## src/acr_pkg.sv

```systemverilog
package acr_pkg;

    // register byte offsets
    localparam logic [7:0] ACR_CTRL_OFS    = 8'h00;
    localparam logic [7:0] ACR_GIE_OFS     = 8'h04;
    localparam logic [7:0] ACR_IER_OFS     = 8'h08;
    localparam logic [7:0] ACR_ISR_OFS     = 8'h0c;
    localparam logic [7:0] ACR_ARG_IN_OFS  = 8'h10;
    localparam logic [7:0] ACR_ARG_IHS_OFS = 8'h14;
    localparam logic [7:0] ACR_ARG_OUT_OFS = 8'h18;
    localparam logic [7:0] ACR_ARG_OHS_OFS = 8'h1c;
    localparam logic [7:0] ACR_WIDE_OFS    = 8'h20;
    localparam logic [7:0] ACR_PROCEED_OFS = 8'h28;
    localparam logic [7:0] ACR_PACK_OFS    = 8'h40;

    // array windows
    localparam int         ACR_PACK_WORDS  = 4;
    localparam int         ACR_PACK_ELEMS  = 8;
    localparam int         ACR_PACK_EW     = 8;
    localparam int         ACR_WIDE_WORDS  = 2;

    // control word fields
    localparam int ACR_LAUNCH_BIT  = 0;
    localparam int ACR_FINISH_BIT  = 1;
    localparam int ACR_IDLE_BIT    = 2;
    localparam int ACR_ACCEPT_BIT  = 3;
    localparam int ACR_RELAUNCH_BIT = 7;

    localparam int ACR_SRC_FINISH  = 0;
    localparam int ACR_SRC_ACCEPT  = 1;
    localparam int ACR_NUM_SRC     = 2;

    localparam logic [31:0] ACR_ARG_RST = 32'h0000_0000;

    // handshake flags for scalar operands
    typedef struct packed {
        logic valid;
        logic ack;
    } acr_hs_s;

    typedef struct packed {
        logic finish;
        logic idle;
        logic accept;
    } acr_status_s;

endpackage : acr_pkg

```

## src/acr_ctrl_regs.sv

```systemverilog
`timescale 1ns/100ps
// Overview of operation
// - host write of launch bit drives core launch strobe
// - finish bit reads core finish flag (latched, cleared on read)
// - idle bit reads the core quiescent flag
// - accept-next bit reads the core accept-next flag
// - host write to proceed register pulses core proceed signal
// - self-relaunch bit relaunches core after each completion until cleared
// - input operand data register drives core input port
// - host write asserts input operand valid toward core
// - host write asserts output operand acknowledge toward core
// - output operand register returns core output value
// - host reads the output operand valid flag
// - host reads acknowledge the core returns for input operand
// - arrays occupy contiguous word window from base to top element
// - elements under 16 bits pack two per 32-bit word, one per half-word lane
// - elements over 32 bits span consecutive words
// - global enable gates interrupt output
// - interrupt logic exists with the launch strobe
// - two sources: 0 finish, 1 accept-next
// - per-source enables writable and readable
// - status records triggered sources, host readable
// - host clears status
// - all transfers are raw 32-bit words, no conversion
// - control word: launch b0, finish b1, idle b2, accept b3, relaunch b7
// - global interrupt enable is bit 0 at 0x04
// - source enables at 0x08: finish b0, accept b1
// - status at 0x0c, writing one toggles a bit
module acr_ctrl_regs
    import acr_pkg::*;
(
    input  wire logic        clk_i,          // core clock
    input  wire logic        arst_n_i,       // async reset, active low
    input  wire logic        psel_i,         // apb select
    input  wire logic        penable_i,      // apb enable
    input  wire logic        pwrite_i,       // apb direction
    input  wire logic [7:0]  paddr_i,        // apb byte address
    input  wire logic [31:0] pwdata_i,       // apb write data
    output logic      [31:0] prdata_o,       // apb read data
    output logic             pready_o,       // apb ready
    output logic             pslverr_o,      // apb error, always low
    output logic             launch_strobe_o, // core launch
    input  wire logic        finish_flag_i,  // core finished
    input  wire logic        quiescent_flag_i, // core idle
    input  wire logic        accept_next_flag_i, // core takes new input
    output logic             proceed_pulse_o, // core proceed
    output logic      [31:0] arg_in_o,       // scalar input operand
    output logic             operand_valid_o, // input operand valid
    input  wire logic        operand_acknowledge_i, // core took input
    input  wire logic [31:0] arg_out_i,      // scalar output operand
    input  wire logic        out_valid_i,    // core output valid
    output logic             out_ack_o,      // output operand ack
    output logic      [63:0] wide_o,         // 64-bit operand
    input  wire logic [2:0]  pack_addr_i,    // core packed array index
    output logic      [7:0]  pack_data_o,    // core packed array element
    output logic             irq_o           // interrupt
);

    logic [1:0]  rst_sync_reg;
    logic        rst_n;
    logic        acc;
    logic        wr;
    logic        rd;
    logic        launch_reg;
    logic        finish_reg;
    logic        relaunch_reg;
    logic        gie_reg;
    logic [1:0]  ier_reg;
    logic [1:0]  isr_reg;
    logic [1:0]  isr_next;
    logic [1:0]  src;
    logic        in_vld_reg;
    logic        in_ack_reg;
    logic        out_vld_reg;
    logic [31:0] out_data_reg;
    logic [31:0] rdata_next;
    logic [31:0] pack_mem [ACR_PACK_WORDS];
    logic [31:0] wide_mem [ACR_WIDE_WORDS];
    logic        hit_pack;
    logic        hit_wide;
    logic [1:0]  widx;
    logic        vidx;

    assign rst_n = rst_sync_reg[1];

    always_ff @(posedge clk_i or negedge arst_n_i) begin
        if (!arst_n_i) begin
            rst_sync_reg <= 2'h0;
        end else begin
            rst_sync_reg <= {rst_sync_reg[0], 1'b1};
        end
    end

    // single-cycle access: setup then access, pready high in access phase
    assign acc = psel_i && penable_i;
    assign wr  = acc && pwrite_i;
    assign rd  = acc && !pwrite_i;
    assign hit_pack = (paddr_i >= ACR_PACK_OFS)
                   && (paddr_i < ACR_PACK_OFS + 8'(4 * ACR_PACK_WORDS));
    assign hit_wide = (paddr_i >= ACR_WIDE_OFS)
                   && (paddr_i < ACR_WIDE_OFS + 8'(4 * ACR_WIDE_WORDS));
    assign widx = 2'((paddr_i - ACR_PACK_OFS) >> 2);
    assign vidx = paddr_i[2];

    always_ff @(posedge clk_i or negedge rst_n) begin
        if (!rst_n) begin
            pready_o  <= 1'b0;
            pslverr_o <= 1'b0;
            prdata_o  <= 32'h0;
        end else begin
            pready_o  <= psel_i && !penable_i;
            pslverr_o <= 1'b0;
            if (psel_i && !penable_i && !pwrite_i) begin
                prdata_o <= rdata_next;
            end
        end
    end

    // read data captured in setup so pready and prdata come from flops
    always_comb begin
        rdata_next = 32'h0;
        if (paddr_i == ACR_CTRL_OFS) begin
            rdata_next[ACR_LAUNCH_BIT]   = launch_reg;
            rdata_next[ACR_FINISH_BIT]   = finish_reg;
            rdata_next[ACR_IDLE_BIT]     = quiescent_flag_i;
            rdata_next[ACR_ACCEPT_BIT]   = accept_next_flag_i;
            rdata_next[ACR_RELAUNCH_BIT] = relaunch_reg;
        end else if (paddr_i == ACR_GIE_OFS) begin
            rdata_next[0] = gie_reg;
        end else if (paddr_i == ACR_IER_OFS) begin
            rdata_next[1:0] = ier_reg;
        end else if (paddr_i == ACR_ISR_OFS) begin
            rdata_next[1:0] = isr_reg;
        end else if (paddr_i == ACR_ARG_IN_OFS) begin
            rdata_next = arg_in_o;
        end else if (paddr_i == ACR_ARG_IHS_OFS) begin
            rdata_next[0] = in_vld_reg;
            rdata_next[1] = in_ack_reg;
        end else if (paddr_i == ACR_ARG_OUT_OFS) begin
            rdata_next = out_data_reg;
        end else if (paddr_i == ACR_ARG_OHS_OFS) begin
            rdata_next[0] = out_vld_reg;
        end else if (hit_wide) begin
            rdata_next = wide_mem[vidx];
        end else if (hit_pack) begin
            rdata_next = pack_mem[widx];
        end
    end

    // launch: set by host, held until core accepts or relaunch re-arms
    always_ff @(posedge clk_i or negedge rst_n) begin
        if (!rst_n) begin
            launch_reg <= 1'b0;
        end else if (wr && paddr_i == ACR_CTRL_OFS && pwdata_i[ACR_LAUNCH_BIT]) begin
            launch_reg <= 1'b1;
        end else if (accept_next_flag_i) begin
            launch_reg <= relaunch_reg;
        end
    end
    assign launch_strobe_o = launch_reg;

    always_ff @(posedge clk_i or negedge rst_n) begin
        if (!rst_n) begin
            relaunch_reg <= 1'b0;
        end else if (wr && paddr_i == ACR_CTRL_OFS) begin
            relaunch_reg <= pwdata_i[ACR_RELAUNCH_BIT];
        end
    end

    // finish latched; the clearing read loses to a new finish
    always_ff @(posedge clk_i or negedge rst_n) begin
        if (!rst_n) begin
            finish_reg <= 1'b0;
        end else if (finish_flag_i) begin
            finish_reg <= 1'b1;
        end else if (rd && paddr_i == ACR_CTRL_OFS) begin
            finish_reg <= 1'b0;
        end
    end

    always_ff @(posedge clk_i or negedge rst_n) begin
        if (!rst_n) begin
            proceed_pulse_o <= 1'b0;
        end else begin
            proceed_pulse_o <= wr && paddr_i == ACR_PROCEED_OFS && pwdata_i[0];
        end
    end

    always_ff @(posedge clk_i or negedge rst_n) begin
        if (!rst_n) begin
            gie_reg <= 1'b0;
            ier_reg <= 2'h0;
        end else begin
            if (wr && paddr_i == ACR_GIE_OFS) begin
                gie_reg <= pwdata_i[0];
            end
            if (wr && paddr_i == ACR_IER_OFS) begin
                ier_reg <= pwdata_i[1:0];
            end
        end
    end

    // sources only exist with the launch strobe, which is always present
    assign src[ACR_SRC_FINISH] = finish_flag_i;
    assign src[ACR_SRC_ACCEPT] = accept_next_flag_i;

    always_comb begin
        isr_next = isr_reg;
        if (wr && paddr_i == ACR_ISR_OFS) begin
            isr_next = isr_reg ^ pwdata_i[1:0];
        end
        isr_next = isr_next | (src & ier_reg);
    end

    always_ff @(posedge clk_i or negedge rst_n) begin
        if (!rst_n) begin
            isr_reg <= 2'h0;
            irq_o   <= 1'b0;
        end else begin
            isr_reg <= isr_next;
            irq_o   <= gie_reg && (|isr_reg);
        end
    end

    // input operand: data, valid until core acknowledges
    always_ff @(posedge clk_i or negedge rst_n) begin
        if (!rst_n) begin
            arg_in_o   <= ACR_ARG_RST;
            in_vld_reg <= 1'b0;
            in_ack_reg <= 1'b0;
        end else begin
            if (wr && paddr_i == ACR_ARG_IN_OFS) begin
                arg_in_o <= pwdata_i;
            end
            if (wr && paddr_i == ACR_ARG_IHS_OFS && pwdata_i[0]) begin
                in_vld_reg <= 1'b1;
            end else if (operand_acknowledge_i) begin
                in_vld_reg <= 1'b0;
            end
            if (operand_acknowledge_i) begin
                in_ack_reg <= 1'b1;
            end else if (rd && paddr_i == ACR_ARG_IHS_OFS) begin
                in_ack_reg <= 1'b0;
            end
        end
    end
    assign operand_valid_o = in_vld_reg;

    // output operand: captured with valid, valid clears on read
    always_ff @(posedge clk_i or negedge rst_n) begin
        if (!rst_n) begin
            out_data_reg <= ACR_ARG_RST;
            out_vld_reg  <= 1'b0;
            out_ack_o    <= 1'b0;
        end else begin
            if (out_valid_i) begin
                out_data_reg <= arg_out_i;
                out_vld_reg  <= 1'b1;
            end else if (rd && paddr_i == ACR_ARG_OHS_OFS) begin
                out_vld_reg <= 1'b0;
            end
            out_ack_o <= wr && paddr_i == ACR_ARG_OHS_OFS && pwdata_i[1];
        end
    end

    // array windows
    genvar g;
    generate
        for (g = 0; g < ACR_PACK_WORDS; g++) begin : g_pack
            always_ff @(posedge clk_i or negedge rst_n) begin
                if (!rst_n) begin
                    pack_mem[g] <= 32'h0;
                end else if (wr && hit_pack && widx == 2'(g)) begin
                    pack_mem[g] <= pwdata_i;
                end
            end
        end
        for (g = 0; g < ACR_WIDE_WORDS; g++) begin : g_wide
            always_ff @(posedge clk_i or negedge rst_n) begin
                if (!rst_n) begin
                    wide_mem[g] <= 32'h0;
                end else if (wr && hit_wide && vidx == 1'(g)) begin
                    wide_mem[g] <= pwdata_i;
                end
            end
        end
    endgenerate

    always_ff @(posedge clk_i or negedge rst_n) begin
        if (!rst_n) begin
            pack_data_o <= 8'h0;
        end else begin
            // two elements per word, each in its own half-word lane
            pack_data_o <= pack_mem[pack_addr_i[2:1]][{pack_addr_i[0], 4'h0} +: 8];
        end
    end
    assign wide_o = {wide_mem[1], wide_mem[0]};

    gie_gate_a: assert property (@(posedge clk_i) disable iff (!rst_n)
        !gie_reg |=> !irq_o) else $error("irq without global enable");
    isr_set_a: assert property (@(posedge clk_i) disable iff (!rst_n)
        finish_flag_i && ier_reg[0] |=> isr_reg[0]) else $error("status not set");
    isr_tog_a: assert property (@(posedge clk_i) disable iff (!rst_n)
        wr && paddr_i == ACR_ISR_OFS && pwdata_i[0] && isr_reg[0] && !src[0]
        |=> !isr_reg[0]) else $error("status not toggled");
    launch_set_a: assert property (@(posedge clk_i) disable iff (!rst_n)
        wr && paddr_i == ACR_CTRL_OFS && pwdata_i[0] |=> launch_strobe_o)
        else $error("launch missing");
    proceed_one_a: assert property (@(posedge clk_i) disable iff (!rst_n)
        proceed_pulse_o |=> !proceed_pulse_o || $past(wr))
        else $error("proceed stuck");
    relaunch_a: assert property (@(posedge clk_i) disable iff (!rst_n)
        relaunch_reg && launch_reg && accept_next_flag_i |=> launch_strobe_o)
        else $error("no relaunch");
    finish_keep_a: assert property (@(posedge clk_i) disable iff (!rst_n)
        finish_flag_i |=> finish_reg) else $error("finish lost");
    ready_next_a: assert property (@(posedge clk_i) disable iff (!rst_n)
        psel_i && !penable_i |=> pready_o && !pslverr_o)
        else $error("no apb answer");

endmodule : acr_ctrl_regs

```

## config.mk

```make
export PLATFORM = sky130hd
export DESIGN_NAME = acr_ctrl_regs
export DESIGN_NICKNAME = d
export VERILOG_FILES = /design/src/acr_pkg.sv /design/src/acr_ctrl_regs.sv
export SDC_FILE = /design/constraint.sdc
export NUM_CORES = 1
export LEC_CHECK = 0
export BUFFER_PORTS_ARGS = -buffer_cell sky130_fd_sc_hd__buf_2
export CORE_MARGIN = 5
export CORE_UTILIZATION = 34
export CTS_BUF_LIST = sky130_fd_sc_hd__clkbuf_16
export CTS_CLUSTER_SIZE = 20
export DETAILED_ROUTE_END_ITERATION = 12
export PLACE_DENSITY = 0.6
export SLEW_MARGIN = 20
export SYNTH_ARGS = -nofsm -noshare
export SYNTH_HDL_FRONTEND = slang
export SYNTH_SLANG_ARGS = --single-unit
```

## constraint.sdc

```tcl
create_clock -name clk_i -period 11 [get_ports clk_i]
set_input_delay 1.1 -clock clk_i [delete_from_list [all_inputs] [get_ports clk_i]]
set_output_delay 1.1 -clock clk_i [all_outputs]
set_load 0.1 [all_outputs]
```

==> parameters.txt <==
Parameter                              Value

CTS
  Insertion delay of the later-clocked pin in the worst-skew pair ... between 500 and 600 ps
  Number of clock sinks ... 313
  Number of buffers inserted to repair setup after CTS ... 0
  CTS tree ... yes
  Clock H-tree levels ... 2
  CTS buffer count ... 37
  Hold Buf Count CTS ... 0
  Clk pin slew, worst setup/hold paths ... 60 ps
  Maximum number of buffers from clock root to sink ... 3
  Number of gates given a new drive strength after cts ... 0
  Master cell of the clock root buffer ... clkbuf_16

Timing
  Tmin final ... between 4000 and 5000 ps
  Measured slew at the worst slew-check pin ... 1083 ps
  Worst Skew ... between 10 and 15 ps
  F_max ... roughly 0.25 GHz
  Final Hold Violating Endpoints ... 0
  Final number of setup-violating endpoints ... 0
  Final TNS setup ... 0 ps
  Ratio of final minimum period to clock period ... 36.75%
  Min setup slack post-route ... 6957 ps
  Worst slew margin ... 27.81%
  Number of pins exceeding their max-slew limit in the final report ... 0
  Setup repair after global routing missed its margin ... false

Worst setup path
  Critical register-to-register path startpoint ... rst_sync_reg[1]
  Setup slack of the worst register-to-register path ... 8570 ps
  Maximum fanout count along the critical path ... 32
  Crit path launch ... paddr_i[1]
  Path type of the worst setup path ... input pin to flop
  Worst Setup End Kind ... flop
  Crit Reg-Reg Endpoint ... pack_mem[75]
  Worst reg2reg path depth ... 2
  Critical path launch point type ... input pin
  Data arrival time at the worst-slack endpoint ... 4450 ps
  CP Data Required Time ... 11,410 ps

Yosys
  Count of flip-flops with a built-in enable after synthesis ... 0
  Cells after synthesis ... 979
  Number of library cell types mapped by synthesis ... 46
  Mean cell area of the mapped netlist ... ~14 um^2
  Area of the mapped netlist ... ~14,000 um^2
  Yosys synthesis warning count ... 0
  Post-synth top flop ... dfrtp_1
  Post-synthesis sequential area ratio ... 55.63%
  Synthesized Nets ... roughly 1,100
  Proportion of synthesized flip-flops having asynchronous set or reset ... 100.0%
  Synthesized flop and latch total ... between 300 and 400

Cells and area
  Max FFs per register ... 128
  Total inserted antenna cells ... 0
  Share of cells above drive strength 1 ... 51.41%
  Number of inserted filler cells in the final layout ... 3,932
  Final design utilization ... 41.08%
  Register bank with the most flops ... pack_mem
  Final design area excluding fillers ... 16,810 um^2
  Most used cells in the layout excluding fill and tap cells ... 312 x dfrtp_1, 241 x mux2_2, 224 x buf_2
  Area growth from synthesis to layout ... 19.41%
  Count of nets after finishing ... roughly 1,300
  Most frequent standard cell in the layout excluding fill and tap cells ... dfrtp_1

Routing
  Antenna Nets Post-Route ... 0
  Via-per-instance ratio ... 5.237
  Vias post-DR ... 9,113
  DRC violations left ... 0
  Total routed wirelength ... 39.76 mm
  DRT Pass-1 Iters ... 5
  Final routed wire length divided by cell count ... 22.85 um
  Starting DRC count in detailed routing ... approximately 640

Pwr
  Worst ir drop on vdd ... 0.07005 mV
  Fraction of power consumed by combinational cells ... 16.5%
  Internal power ... 2.011 mW
  Switching power summed over all nets ... 0.8893 mW
  Power per Cell Area ... ~170 nW/um^2
  Static leakage power ... 8.244 nW
  Reg power frac ... roughly 44%
  Relative contribution of the clock network to total power ... 39.8%
  Switching share of power ... 30.66%

Placed design
  Input/output buffers ... 226
  Total placed instance area ... 15,690 um^2
  Placer's final routability congestion estimate ... 0.7861
  HPWL reported at the end of detailed placement ... 25.27 mm
  DP Worst Slack ... around 6400 ps

Global route
  Number of global-route vias before repair ... ~9,700
  Initial antenna violation count ... 2
  Maximum number of pins on one net before global-route repair ... 80
  First-pass GRT wire length ... ~60 mm
  Overflow left after global routing ... 0
  Total GRT Usage ... 17.57%

Hold path
  Worst min path class ... flop to async pin

Floorplanning
  Number of standard-cell rows in the floorplan ... 74
  Floorplan die area ... 45,580 um^2
  Area inside the core boundary ... roughly 40,000 um^2
  Number of placed I/O pins ... 228
  Die span in x ... 213.5 um
  Initial Utilization ... 34.40%
  Vertical die dimension ... around 210 um

Flow run
  Number of violations of the max-capacitance limit ... 0

Outcome
  Outcome ... complete, no violations
-- cell families (layout without fill, tap and decap cells) --
kind of cell | count (synthesis) | in the layout | synth area share (%)
multiplexers | 352 | 352 | 32.51
AO/OA/AOI/OAI | 115 | 115 | 5.164
buffers and inverters | 75 | 304 | 2.506
flip-flops | 313 | 313 | 55.63
AND/OR/NAND/NOR | 120 | 120 | 4.008
other | 2 | 2 | 0.05334
XOR/XNOR | 2 | 2 | 0.1244
-- cells in the mapped netlist, types with 2 or more instances --
| cell | n | share of area, % |
|---|---|---|
| a21oi_1 | 40 | 1.4 |
| and3_1 | 5 | 0.22 |
| nor2b_1 | 5 | 0.22 |
| o21ai_0 | 30 | 1.1 |
| a32oi_1 | 2 | 0.12 |
| nor4_1 | 3 | 0.13 |
| clkbuf_1 | 34 | 0.91 |
| a221oi_1 | 27 | 1.7 |
| nand4_1 | 2 | 0.089 |
| nand2_1 | 45 | 1.2 |
| conb_1 | 2 | 0.053 |
| mux2i_1 | 32 | 2.3 |
| nor3b_1 | 2 | 0.11 |
| a21o_1 | 3 | 0.16 |
| mux4_2 | 48 | 7.7 |
| nand2b_1 | 3 | 0.13 |
| a31oi_1 | 5 | 0.22 |
| nand3_1 | 7 | 0.25 |
| buf_6 | 3 | 0.24 |
| buf_4 | 5 | 0.27 |
| or4_1 | 2 | 0.11 |
| mux2_2 | 241 | 19 |
| dfrtp_1 | 313 | 56 |
| buf_2 | 24 | 0.85 |
| nor2_1 | 39 | 1.0 |
| buf_1 | 7 | 0.19 |
| mux2_4 | 30 | 3.2 |
| inv_1 | 2 | 0.053 |
-- worst max-delay path by stage --
stage / to
3_3_place_gp: arg_in_o[13]
3_5_place_dp: arg_in_o[9]
2_1_floorplan: arg_in_o[0]
6_report: arg_in_o[9]
5_1_grt: arg_in_o[9]
4_1_cts: arg_in_o[9]
-- final cells by class --
class | instances | area (um^2) | share of cell area, %
multi-input cells | 591 | 5939 | 35.33
well taps | 532 | 665.6 | 3.960
clock buffers | 37 | 925.9 | 5.508
clock inverters | 25 | 187.7 | 1.116
flip-flops and latches | 313 | 7836 | 46.61
inverters | 2 | 7.507 | 0.04466
repair buffers | 240 | 1249 | 7.428
-- through the flow --
step	hold WS, ps	instances	power [mW]
after floorplan	331.2	979	1.654
after global placement	340.1	1678	1.767
after detailed placement	341.2	1678	1.773
after CTS	301.6	1740	2.949
after global routing	307.7	1740	3.020
final	329.3	1740	2.900
-- worst max-delay path: stages --
cell	delay, ps
buf_2	90
or4_1	660
or3b_4	480
nor3_4	790
buf_4	450
nand2_2	70
buf_4	380
mux2_4	390
-- power by group through the flow --
stage / clock network [mW] / logic [mW] / registers, mW
after global placement: 0 / 0.481 / 1.29
after global routing: 1.24 / 0.504 / 1.28
after CTS: 1.20 / 0.485 / 1.27
after detailed placement: 0 / 0.484 / 1.29
final: 1.15 / 0.479 / 1.27
after floorplan: 0 / 0.120 / 1.53
-- routing by layer --
layer	GRT usage (%)	part of all wire, %	routed length (um)
met5	0	0.050	20
met4	5.197	2.2	860
met3	2.970	5.5	2180
met2	27.46	46	18400
met1	25.39	46	18310
Note: power is estimated with default switching activity, not from simulation.
